--- config.mk ---
export PLATFORM = sky130hd
export DESIGN_NAME = ecpcr_top
export DESIGN_NICKNAME = d
export VERILOG_FILES = /design/src/pkg/ecpcr_pkg.sv /design/src/hdl/ecpcr_top.sv /design/src/hdl/ecpcr_sync.sv /design/src/hdl/ecpcr_chmem.sv
export SDC_FILE = /design/constraint.sdc
export NUM_CORES = 1
export LEC_CHECK = 0
export BUFFER_PORTS_ARGS = -buffer_cell sky130_fd_sc_hd__clkbuf_2
export CORE_ASPECT_RATIO = 1.25
export CORE_UTILIZATION = 28
export CTS_CLUSTER_SIZE = 40
export DETAILED_ROUTE_END_ITERATION = 8
export PLACE_DENSITY = 0.42
export SLEW_MARGIN = 10
export SYNTH_ARGS = -nofsm -noshare
export SYNTH_HDL_FRONTEND = slang
export SYNTH_SLANG_ARGS = --single-unit
--- constraint.sdc ---
create_clock -name sys_clk -period 2.74 [get_ports sys_clk]
set_input_delay 0.411 -clock sys_clk [delete_from_list [all_inputs] [get_ports sys_clk]]
set_output_delay 0.411 -clock sys_clk [all_outputs]
set_load 0.1 [all_outputs]
--- src/pkg/ecpcr_pkg.sv ---
package ecpcr_pkg;

    // ****************************************************
    // Register map (word index, byte address = 4 * index)
    // ****************************************************
    localparam logic [7:0] IDX_WPROT   = 8'h01;
    localparam logic [7:0] IDX_WATCHDOG_KEY_FIRST    = 8'h02;
    localparam logic [7:0] IDX_WATCHDOG_KEY_SECOND    = 8'h03;
    localparam logic [7:0] IDX_WATCHDOG_KEY_THIRD    = 8'h04;
    localparam logic [7:0] IDX_LOOP    = 8'h06;
    localparam logic [7:0] IDX_IRMASK  = 8'h07;
    localparam logic [7:0] IDX_STATUS  = 8'h08;
    localparam logic [7:0] IDX_OUTCFG  = 8'h30;
    localparam logic [7:0] IDX_LAW     = 8'h3f;
    localparam logic [7:0] IDX_CH_BASE = 8'h40;
    localparam logic [7:0] IDX_CH_LAST = 8'h5f;

    // ****************************************************
    // Key values and reset values
    // ****************************************************
    localparam logic [7:0] WP_KEY       = 8'h95;
    localparam logic [7:0] WDG_KEY1     = 8'haa;
    localparam logic [7:0] WDG_KEY2     = 8'h99;
    localparam logic [7:0] WDG_KEY3     = 8'h1d;
    localparam logic [7:0] RST_LOOP     = 8'h00;
    localparam logic [7:0] RST_OUTCFG   = 8'h03;
    localparam logic [7:0] RST_LAW      = 8'h00;
    localparam logic [7:0] RST_CHCTL    = 8'h00;
    localparam logic [6:0] RST_IRMASK   = 7'h7f;
    localparam int         WDOG_MASK_BIT = 6;
    localparam int         NUM_CH       = 32;
    localparam int         CH_W         = 5;

    // ****************************************************
    // Timing
    // ****************************************************
    localparam longint CLK_HZ          = 200_000_000;
    localparam longint WDOG_WINDOW_S   = 2;
    localparam longint WDOG_WINDOW_CYC = WDOG_WINDOW_S * CLK_HZ;

    // ****************************************************
    // Field layouts
    // ****************************************************
    typedef struct packed {
        logic [3:0] rsvd;
        logic       send_to_receive_loop;
        logic       receive_to_send_loop;
        logic       receive_path_passthrough;
        logic       send_path_passthrough;
    } ecpcr_loop_t;

    typedef struct packed {
        logic itu_comfort_noise;
        logic nonlinear_proc_output_mode;
        logic send_atten_enable;
        logic send_atten_level;
        logic receive_atten_enable;
        logic receive_atten_level;
        logic dynamic_subtractor;
        logic error_sign_invert;
    } ecpcr_outcfg_t;

    typedef struct packed {
        logic [3:0] rsvd;
        logic       channel_individual_law;
        logic       global_law_when_unconverted;
        logic       global_near_end_alaw;
        logic       global_far_end_alaw;
    } ecpcr_law_t;

    typedef struct packed {
        logic channel_law_when_unconverted;
        logic channel_near_end_alaw;
        logic channel_far_end_alaw;
        logic law_conversion_off;
        logic freeze;
        logic nonlinear_proc_bypass;
        logic canceller_off;
        logic host_only_channel_control;
    } ecpcr_chctl_t;

    // Per-channel result handed to the processing core
    typedef struct packed {
        logic [4:0] chan;
        logic       near_alaw;
        logic       far_alaw;
        logic       conv_off;
        logic       send_atten_on;
        logic       receive_atten_on;
        logic       nlp_bypass;
        logic       freeze;
        logic       canceller_off;
    } ecpcr_chlaw_t;

    typedef struct packed {
        logic [7:0] receive_in;
        logic [7:0] send_in;
    } ecpcr_pcm_t;

    typedef enum logic [1:0] {
        WD_IDLE,
        WD_KEY1,
        WD_KEY2
    } ecpcr_wd_t;

    typedef struct packed {
        logic          ack;
        logic [7:0]    rdat;
        logic          wp_open;
        ecpcr_loop_t   loop;
        ecpcr_outcfg_t outcfg;
        ecpcr_law_t    law;
        logic [6:0]    irmask;
        ecpcr_wd_t     wd_st;
        logic [31:0]   wd_cnt;
        logic          wd_expired;
        logic          wd_irq;
        logic [4:0]    ch_d;
        ecpcr_chlaw_t  chlaw;
        ecpcr_pcm_t    to_core;
        ecpcr_pcm_t    to_pins;
    } ecpcr_state_t;

endpackage

--- src/hdl/ecpcr_top.sv ---
// Design decision made here: the Wishbone interface to the registers.
`timescale 1ns/1ps
`default_nettype none

module ecpcr_top #(
    parameter longint WDOG_WINDOW_CYC = ecpcr_pkg::WDOG_WINDOW_CYC
) (
    input  wire logic                    sys_clk,
    input  wire logic                    rst_n,
    input  wire logic                    wb_cyc_i,
    input  wire logic                    wb_stb_i,
    input  wire logic                    wb_we_i,
    input  wire logic [9:0]              wb_adr_i,
    input  wire logic [31:0]             wb_dat_i,
    input  wire logic [3:0]              wb_sel_i,
    output logic      [31:0]             wb_dat_o,
    output logic                         wb_ack_o,
    input  wire ecpcr_pkg::ecpcr_pcm_t   pcm_pins_in,
    input  wire ecpcr_pkg::ecpcr_pcm_t   pcm_core_out,
    input  wire logic                    ext_conv_off,
    input  wire logic [4:0]              ch_sel,
    output ecpcr_pkg::ecpcr_pcm_t        pcm_core_in,
    output ecpcr_pkg::ecpcr_pcm_t        pcm_pins_out,
    output ecpcr_pkg::ecpcr_outcfg_t     out_cfg,
    output ecpcr_pkg::ecpcr_chlaw_t      ch_law,
    output logic                         wdog_expired,
    output logic                         wdog_irq
);

    // ****************************************************
    // Functions
    // ****************************************************

    // Write strobe for one register index
    function automatic logic wr_hit(input logic wr, input logic [7:0] idx,
                                    input logic [7:0] want);
        return wr && (idx == want);
    endfunction

    // Law pick: conversion off forces the unconverted law on both ends
    function automatic logic pick_law(input logic conv_off, input logic unconv,
                                      input logic conv_law);
        return conv_off ? unconv : conv_law;
    endfunction

    // ****************************************************
    // Input synchronisers and channel store
    // ****************************************************
    ecpcr_pkg::ecpcr_pcm_t   pins_s;
    logic                    ext_off_s;
    ecpcr_pkg::ecpcr_chctl_t ch_rd;
    ecpcr_pkg::ecpcr_state_t s_ff;
    ecpcr_pkg::ecpcr_state_t nxt_s;
    logic [7:0]              idx;
    logic                    wr;
    logic                    ch_we;
    logic                    conv_eff;
    logic [31:0]             win_last;
    logic [16:0]             sync_q;

    ecpcr_sync #(.W(17)) u_sync (
        .sys_clk (sys_clk),
        .rst_n   (rst_n),
        .d       ({pcm_pins_in, ext_conv_off}),
        .q       (sync_q)
    );
    // Split the synchronised word back into pin samples and the disable level
    assign pins_s    = sync_q[16:1];
    assign ext_off_s = sync_q[0];

    ecpcr_chmem u_chmem (
        .sys_clk (sys_clk),
        .rst_n   (rst_n),
        .we      (ch_we),
        .waddr   (idx[4:0]),
        .wdata   (wb_dat_i[7:0]),
        .raddr   (ch_sel),
        .rdata   (ch_rd)
    );

    // ****************************************************
    // Bus decode
    // ****************************************************

    // Write lands on the edge where the master sees ack
    assign idx      = wb_adr_i[9:2];
    assign wr       = s_ff.ack && wb_cyc_i && wb_stb_i && wb_we_i && wb_sel_i[0];
    assign ch_we    = wr && s_ff.wp_open && (idx >= ecpcr_pkg::IDX_CH_BASE)
                      && (idx <= ecpcr_pkg::IDX_CH_LAST);
    assign win_last = 32'(WDOG_WINDOW_CYC - 1);
    // Other sources count only when host-only control is off
    assign conv_eff = ch_rd.law_conversion_off
                      || (ext_off_s && !ch_rd.host_only_channel_control);

    // ****************************************************
    // Next-state logic
    // ****************************************************
    always_comb begin
        nxt_s = s_ff;

        // One-cycle ack; unmapped reads also answer zero
        nxt_s.ack = wb_cyc_i && wb_stb_i && !s_ff.ack;
        if (wb_cyc_i && wb_stb_i && !s_ff.ack) begin
            nxt_s.rdat = 8'h00;
            if (idx == ecpcr_pkg::IDX_STATUS) begin
                nxt_s.rdat = {5'h00, s_ff.wp_open, 1'b0, s_ff.wd_expired};
            end
        end

        // Protection key: anything but the key closes again
        if (wr_hit(wr, idx, ecpcr_pkg::IDX_WPROT)) begin
            nxt_s.wp_open = (wb_dat_i[7:0] == ecpcr_pkg::WP_KEY);
        end

        // Protected configuration writes; the interrupt mask is written even while locked
        if (s_ff.wp_open) begin
            if (wr_hit(wr, idx, ecpcr_pkg::IDX_LOOP)) begin
                nxt_s.loop = ecpcr_pkg::ecpcr_loop_t'({4'h0, wb_dat_i[3:0]});
            end
            if (wr_hit(wr, idx, ecpcr_pkg::IDX_OUTCFG)) begin
                nxt_s.outcfg = ecpcr_pkg::ecpcr_outcfg_t'(wb_dat_i[7:0]);
            end
            if (wr_hit(wr, idx, ecpcr_pkg::IDX_LAW)) begin
                nxt_s.law = ecpcr_pkg::ecpcr_law_t'({4'h0, wb_dat_i[3:0]});
            end
        end
        if (wr_hit(wr, idx, ecpcr_pkg::IDX_IRMASK)) begin
            nxt_s.irmask = wb_dat_i[6:0];
        end

        // Watchdog window counter runs from reset, the last good service or the last window lapse
        nxt_s.wd_cnt = s_ff.wd_cnt + 32'h0000_0001;
        case (s_ff.wd_st)
            ecpcr_pkg::WD_IDLE: begin
                if (wr_hit(wr, idx, ecpcr_pkg::IDX_WATCHDOG_KEY_FIRST)
                    && wb_dat_i[7:0] == ecpcr_pkg::WDG_KEY1) begin
                    nxt_s.wd_st = ecpcr_pkg::WD_KEY1;
                end
            end
            ecpcr_pkg::WD_KEY1: begin
                if (wr && idx >= ecpcr_pkg::IDX_WATCHDOG_KEY_FIRST && idx <= ecpcr_pkg::IDX_WATCHDOG_KEY_THIRD) begin
                    nxt_s.wd_st = (idx == ecpcr_pkg::IDX_WATCHDOG_KEY_SECOND
                                   && wb_dat_i[7:0] == ecpcr_pkg::WDG_KEY2)
                                  ? ecpcr_pkg::WD_KEY2 : ecpcr_pkg::WD_IDLE;
                end
            end
            ecpcr_pkg::WD_KEY2: begin
                if (wr && idx >= ecpcr_pkg::IDX_WATCHDOG_KEY_FIRST && idx <= ecpcr_pkg::IDX_WATCHDOG_KEY_THIRD) begin
                    nxt_s.wd_st = ecpcr_pkg::WD_IDLE;
                    if (idx == ecpcr_pkg::IDX_WATCHDOG_KEY_THIRD
                        && wb_dat_i[7:0] == ecpcr_pkg::WDG_KEY3) begin
                        nxt_s.wd_cnt     = 32'h0000_0000;
                        nxt_s.wd_expired = 1'b0;
                    end
                end
            end
            default: begin
                nxt_s.wd_st = ecpcr_pkg::WD_IDLE;
            end
        endcase

        // Late service: window lapses, sequence restarts; set beats clear
        if (s_ff.wd_cnt >= win_last) begin
            nxt_s.wd_cnt     = 32'h0000_0000;
            nxt_s.wd_st      = ecpcr_pkg::WD_IDLE;
            nxt_s.wd_expired = 1'b1;
        end
        nxt_s.wd_irq = nxt_s.wd_expired && !nxt_s.irmask[ecpcr_pkg::WDOG_MASK_BIT];

        // Loops and passthroughs; receive-to-send loop wins
        nxt_s.to_core.send_in = s_ff.loop.receive_to_send_loop
                                ? pcm_core_out.receive_in : pins_s.send_in;
        nxt_s.to_core.receive_in = (s_ff.loop.send_to_receive_loop
                                    && !s_ff.loop.receive_to_send_loop)
                                   ? pcm_core_out.send_in : pins_s.receive_in;
        nxt_s.to_pins.receive_in = s_ff.loop.receive_path_passthrough
                                   ? pins_s.receive_in : pcm_core_out.receive_in;
        nxt_s.to_pins.send_in = s_ff.loop.send_path_passthrough
                                ? pins_s.send_in : pcm_core_out.send_in;

        // Channel law resolution, one cycle behind the store read
        nxt_s.ch_d         = ch_sel;
        nxt_s.chlaw.chan   = s_ff.ch_d;
        nxt_s.chlaw.conv_off = conv_eff;
        if (s_ff.law.channel_individual_law) begin
            nxt_s.chlaw.near_alaw = pick_law(conv_eff, ch_rd.channel_law_when_unconverted,
                                             ch_rd.channel_near_end_alaw);
            nxt_s.chlaw.far_alaw  = pick_law(conv_eff, ch_rd.channel_law_when_unconverted,
                                             ch_rd.channel_far_end_alaw);
        end else begin
            nxt_s.chlaw.near_alaw = pick_law(conv_eff, s_ff.law.global_law_when_unconverted,
                                             s_ff.law.global_near_end_alaw);
            nxt_s.chlaw.far_alaw  = pick_law(conv_eff, s_ff.law.global_law_when_unconverted,
                                             s_ff.law.global_far_end_alaw);
        end
        // Attenuation follows each channel's canceller enable
        nxt_s.chlaw.send_atten_on    = s_ff.outcfg.send_atten_enable
                                       && !ch_rd.canceller_off;
        nxt_s.chlaw.receive_atten_on = s_ff.outcfg.receive_atten_enable
                                       && !ch_rd.canceller_off;
        nxt_s.chlaw.nlp_bypass       = ch_rd.nonlinear_proc_bypass;
        nxt_s.chlaw.freeze           = ch_rd.freeze;
        nxt_s.chlaw.canceller_off    = ch_rd.canceller_off;
    end

    // ****************************************************
    // State register
    // ****************************************************
    always_ff @(posedge sys_clk) begin
        if (!rst_n) begin
            s_ff            <= '0;
            s_ff.wd_st      <= ecpcr_pkg::WD_IDLE;
            s_ff.loop       <= ecpcr_pkg::ecpcr_loop_t'(ecpcr_pkg::RST_LOOP);
            s_ff.outcfg     <= ecpcr_pkg::ecpcr_outcfg_t'(ecpcr_pkg::RST_OUTCFG);
            s_ff.law        <= ecpcr_pkg::ecpcr_law_t'(ecpcr_pkg::RST_LAW);
            s_ff.irmask     <= ecpcr_pkg::RST_IRMASK;
        end else begin
            s_ff <= nxt_s;
        end
    end

    // Outputs straight from the state register; the core applies the
    // level, noise, subtractor and sign bits
    assign wb_dat_o     = {24'h00_0000, s_ff.rdat};
    assign wb_ack_o     = s_ff.ack;
    assign pcm_core_in  = s_ff.to_core;
    assign pcm_pins_out = s_ff.to_pins;
    assign out_cfg      = s_ff.outcfg;
    assign ch_law       = s_ff.chlaw;
    assign wdog_expired = s_ff.wd_expired;
    assign wdog_irq     = s_ff.wd_irq;
endmodule // ecpcr_top

`default_nettype wire

--- src/hdl/ecpcr_sync.sv ---
`timescale 1ns/1ps
`default_nettype none

// Two-stage synchroniser for pin-side levels
module ecpcr_sync #(
    parameter int W = 1
) (
    input  wire logic         sys_clk,
    input  wire logic         rst_n,
    input  wire logic [W-1:0] d,
    output logic      [W-1:0] q
);

    logic [W-1:0] meta_ff;

    // First stage feeds only the second
    always_ff @(posedge sys_clk) begin
        if (!rst_n) begin
            meta_ff <= '0;
            q       <= '0;
        end else begin
            meta_ff <= d;
            q       <= meta_ff;
        end
    end

endmodule // ecpcr_sync

`default_nettype wire

--- src/hdl/ecpcr_chmem.sv ---
`timescale 1ns/1ps
`default_nettype none

// Per-channel control store, registered read
module ecpcr_chmem (
    input  wire logic                   sys_clk,
    input  wire logic                   rst_n,
    input  wire logic                   we,
    input  wire logic [4:0]             waddr,
    input  wire logic [7:0]             wdata,
    input  wire logic [4:0]             raddr,
    output ecpcr_pkg::ecpcr_chctl_t     rdata
);

    logic [7:0] mem_ff [ecpcr_pkg::NUM_CH];

    // Every channel clears to its reset value
    always_ff @(posedge sys_clk) begin
        if (!rst_n) begin
            for (int i = 0; i < ecpcr_pkg::NUM_CH; i++) begin
                mem_ff[i] <= ecpcr_pkg::RST_CHCTL;
            end
            rdata <= ecpcr_pkg::ecpcr_chctl_t'(ecpcr_pkg::RST_CHCTL);
        end else begin
            if (we) begin
                mem_ff[waddr] <= wdata;
            end
            rdata <= ecpcr_pkg::ecpcr_chctl_t'(mem_ff[raddr]);
        end
    end

endmodule // ecpcr_chmem

`default_nettype wire

==> metrics.cfg <==
[critical_path]
critPathKind=reg2reg
cpPeakStageDelay_ns=0.54
cp_cell_sequence=nand4_1 -> nor4_1 -> nand3b_1 -> nor2_1 -> and2_1
cp.arrival_ns=2.82
required_ns=3.17
cp_slowest_cell=nor4_1
startpoint_type=flop
crit_path_end_kind=flop
worstPathMaxFanout=8

[cts]
clk_path_buf_depth=3
cts_tree=yes
clock-root-buffer=clkbuf_16
cts.clk_slew.worst_paths_ns=0.06
post-cts-setup-buffer-count=0
htreeDepth=2
insertion_delay_ns=0.58
cts_made_buffers=45
cts_sinks=405

[synthesis]
yosys-top-cells-area=edfxtp_1, dfxtp_1, and2_1, mux2i_1, mux4_2
synth_top_area_cell=edfxtp_1
synth-warning-count=0
synth.area.mux_share_pct=11.17
ys.flop_type=edfxtp_1
yosysSeqAreaShare_pct=59.63
ys_seq_elements=405
synth-simple-area-share_pct=17.89
yosysTopAreaCellShare_pct=42.96
synth.avg_cell_area_um2=12.59
synthCells=1421
netlist_area_um2=17890
synth_edf_count=256
synth_top_family_by_area=simple AND/OR/NAND/NOR gates
synth_fa_ha_area_share_pct=0.06992
synth_compound_area_share_pct=3.999
synth.distinct_cells=57
synth_xor_xnor_area_share_pct=1.273
synthArstFlopShare_pct=0

[global_routing]
antenna_found_initial=0
grt_start_max_net_pins=61
track_usage_pct=14.40
grt_pass1_wl_um=70010
first_global_vias=11070
gr-total-overflow=0

[timing]
timing.fmax_mhz=418.3
worstMarginPinSlew_ns=0.8401
fin_ws_ns=0.3496
timing.final.crit_share_pct=87.24
finalCriticalPeriod_ns=2.390
setup_viol=0
hold_viol_final=0
maxSlewHeadroom_pct=43.99
fin_worst_skew_ns=0.02425
rsz0062_at_grt=false
whs_ns=0.04145
setup_tns_ns=0
drv_slew=0

[status]
status=finished, final reports clean

[place]
placedCellCount=2340
io_buffers=117
finalWeightedCongestion=0.7652
dp_slack_ns=0.1141
dp_hpwl_um=31700

[floorplanning]
rows=103
ios=177
die_x_um=228.1
initial_core_util_pct=28.34
core_um2=63150
fp.dieH_um=284.6
die_area_um2=64930

[min_path]
hp-class=in2reg

[layout]
num-nets-final=1638
syn_to_final_growth_pct=16.90
finalCoreUtilization_pct=33.13
final_common_cell=and2_1
fillers=6246
layout-drive-gt1-share_pct=21.16
antenna_cells=0
mostFrequentLayoutCells=and2_1, edfxtp_1, dfxtp_1
final_cells=2423

[drt]
firstDrtPassIters=5
drt-vias-per-instance=4.426
wire_per_inst_um=19.17
drc=0
ant_nets=0
totalWireLength_um=46440
dr.first_iter.drc_count=584
dr_total_vias=10730

[pwr]
p_per_area_nw_per_um2=663.7
leakagePower_nw=7.973
vdd_drop_max_v=0.0003348

[job]
cap_violations=0

[per-stage QoR]
| step | power [mW] | instance area (um^2) |
|---|---|---|
| 2_1_floorplan | 7.735 | 18020 |
| 3_3_place_gp | 8.138 | 19480 |
| 3_5_place_dp | 8.142 | 19480 |
| 4_1_cts | 14.08 | 20920 |
| 5_1_grt | 14.36 | 20920 |
| 6_report | 13.88 | 20920 |
[where the power goes]
group | switching (mW) | internal (mW)
Sequential | 0.0589 | 6.66
Combinational | 0.904 | 0.367
Clock | 2.46 | 3.43
[cell usage after synthesis, drive strengths merged (18+ instances only)]
cell type,n
nor2b,23
nand2,23
nor2,115
a221oi,25
dfxtp,149
xnor2,18
buf,110
and2,308
o21ai,46
nand3,18
mux4,43
edfxtp,256
mux2i,103
clkbuf,60
[metal layers]
layer | track usage, % | vias to the layer above | part of all wire [%]
met4 | 4.799 | 0 | 2.8
met3 | 2.247 | 69 | 3.7
met1 | 16.82 | 5249 | 41
met2 | 26.58 | 222 | 53
met5 | 0 | - | 0
li1 | - | 5185 | -
[final timing paths]
| check | from | endpoint | slack, ns | cells past startpoint |
|---|---|---|---|---|
| worst max-delay path | wb_ack_o | u_chmem.mem_ff[11][1] | 0.35 | 5 |
| worst min register to register | nxt_s[44] | ch_law[12] | 0.42 | 1 |
| worst min-delay path | pcm_pins_in[4] | u_sync.meta_ff[5] | 0.04 | 2 |
| worst max register to register | wb_ack_o | u_chmem.mem_ff[11][1] | 0.35 | 5 |
[cell families after synthesis]
logic type / count (synthesis)
compound gates: 105
xor+xnor: 26
fa+ha+maj: 1
buf+inv: 182
flops: 405
mux: 146
other cells: 1
simple gates: 555
[sequential cells by signal (all words and copies together), names as in the netlist]
name / cells
u_sync.q: 17
s_ff: 44
out_cfg: 8
u_chmem.mem_ff: 256
ch_law: 13
wb_ack_o: 1
wb_dat_o: 2
pcm_core_in: 16
nxt_s: 5
u_chmem.rdata: 8
u_sync.meta_ff: 17
wdog_expired: 1
wdog_irq: 1
pcm_pins_out: 16
[area by class of cell]
cell class                 instances  area [um^2]  share of cell area [%]
sequential                       405        10670                   51.01
multi-input combinational        866         6282                   30.03
timing repair buffer             218         1439                   6.878
clock buffer                      65         1275                   6.095
tap                              840         1051                   5.024
clock inverter                    17        155.1                  0.7417
inverter                          12        45.04                  0.2153
[worst max-delay path: cells and delay by family, from the launching register on]
kind             cells  cell delay [ns]
flip-flops           1             0.34
AND/OR/NAND/NOR      5             1.89
[timing repair]
action / in CTS / in global routing
resized for setup: 0 / 0
endpoints found under the hold margin: 1 / 0
hold buffers: 1 / 0
(Power assumes the default switching activity.)
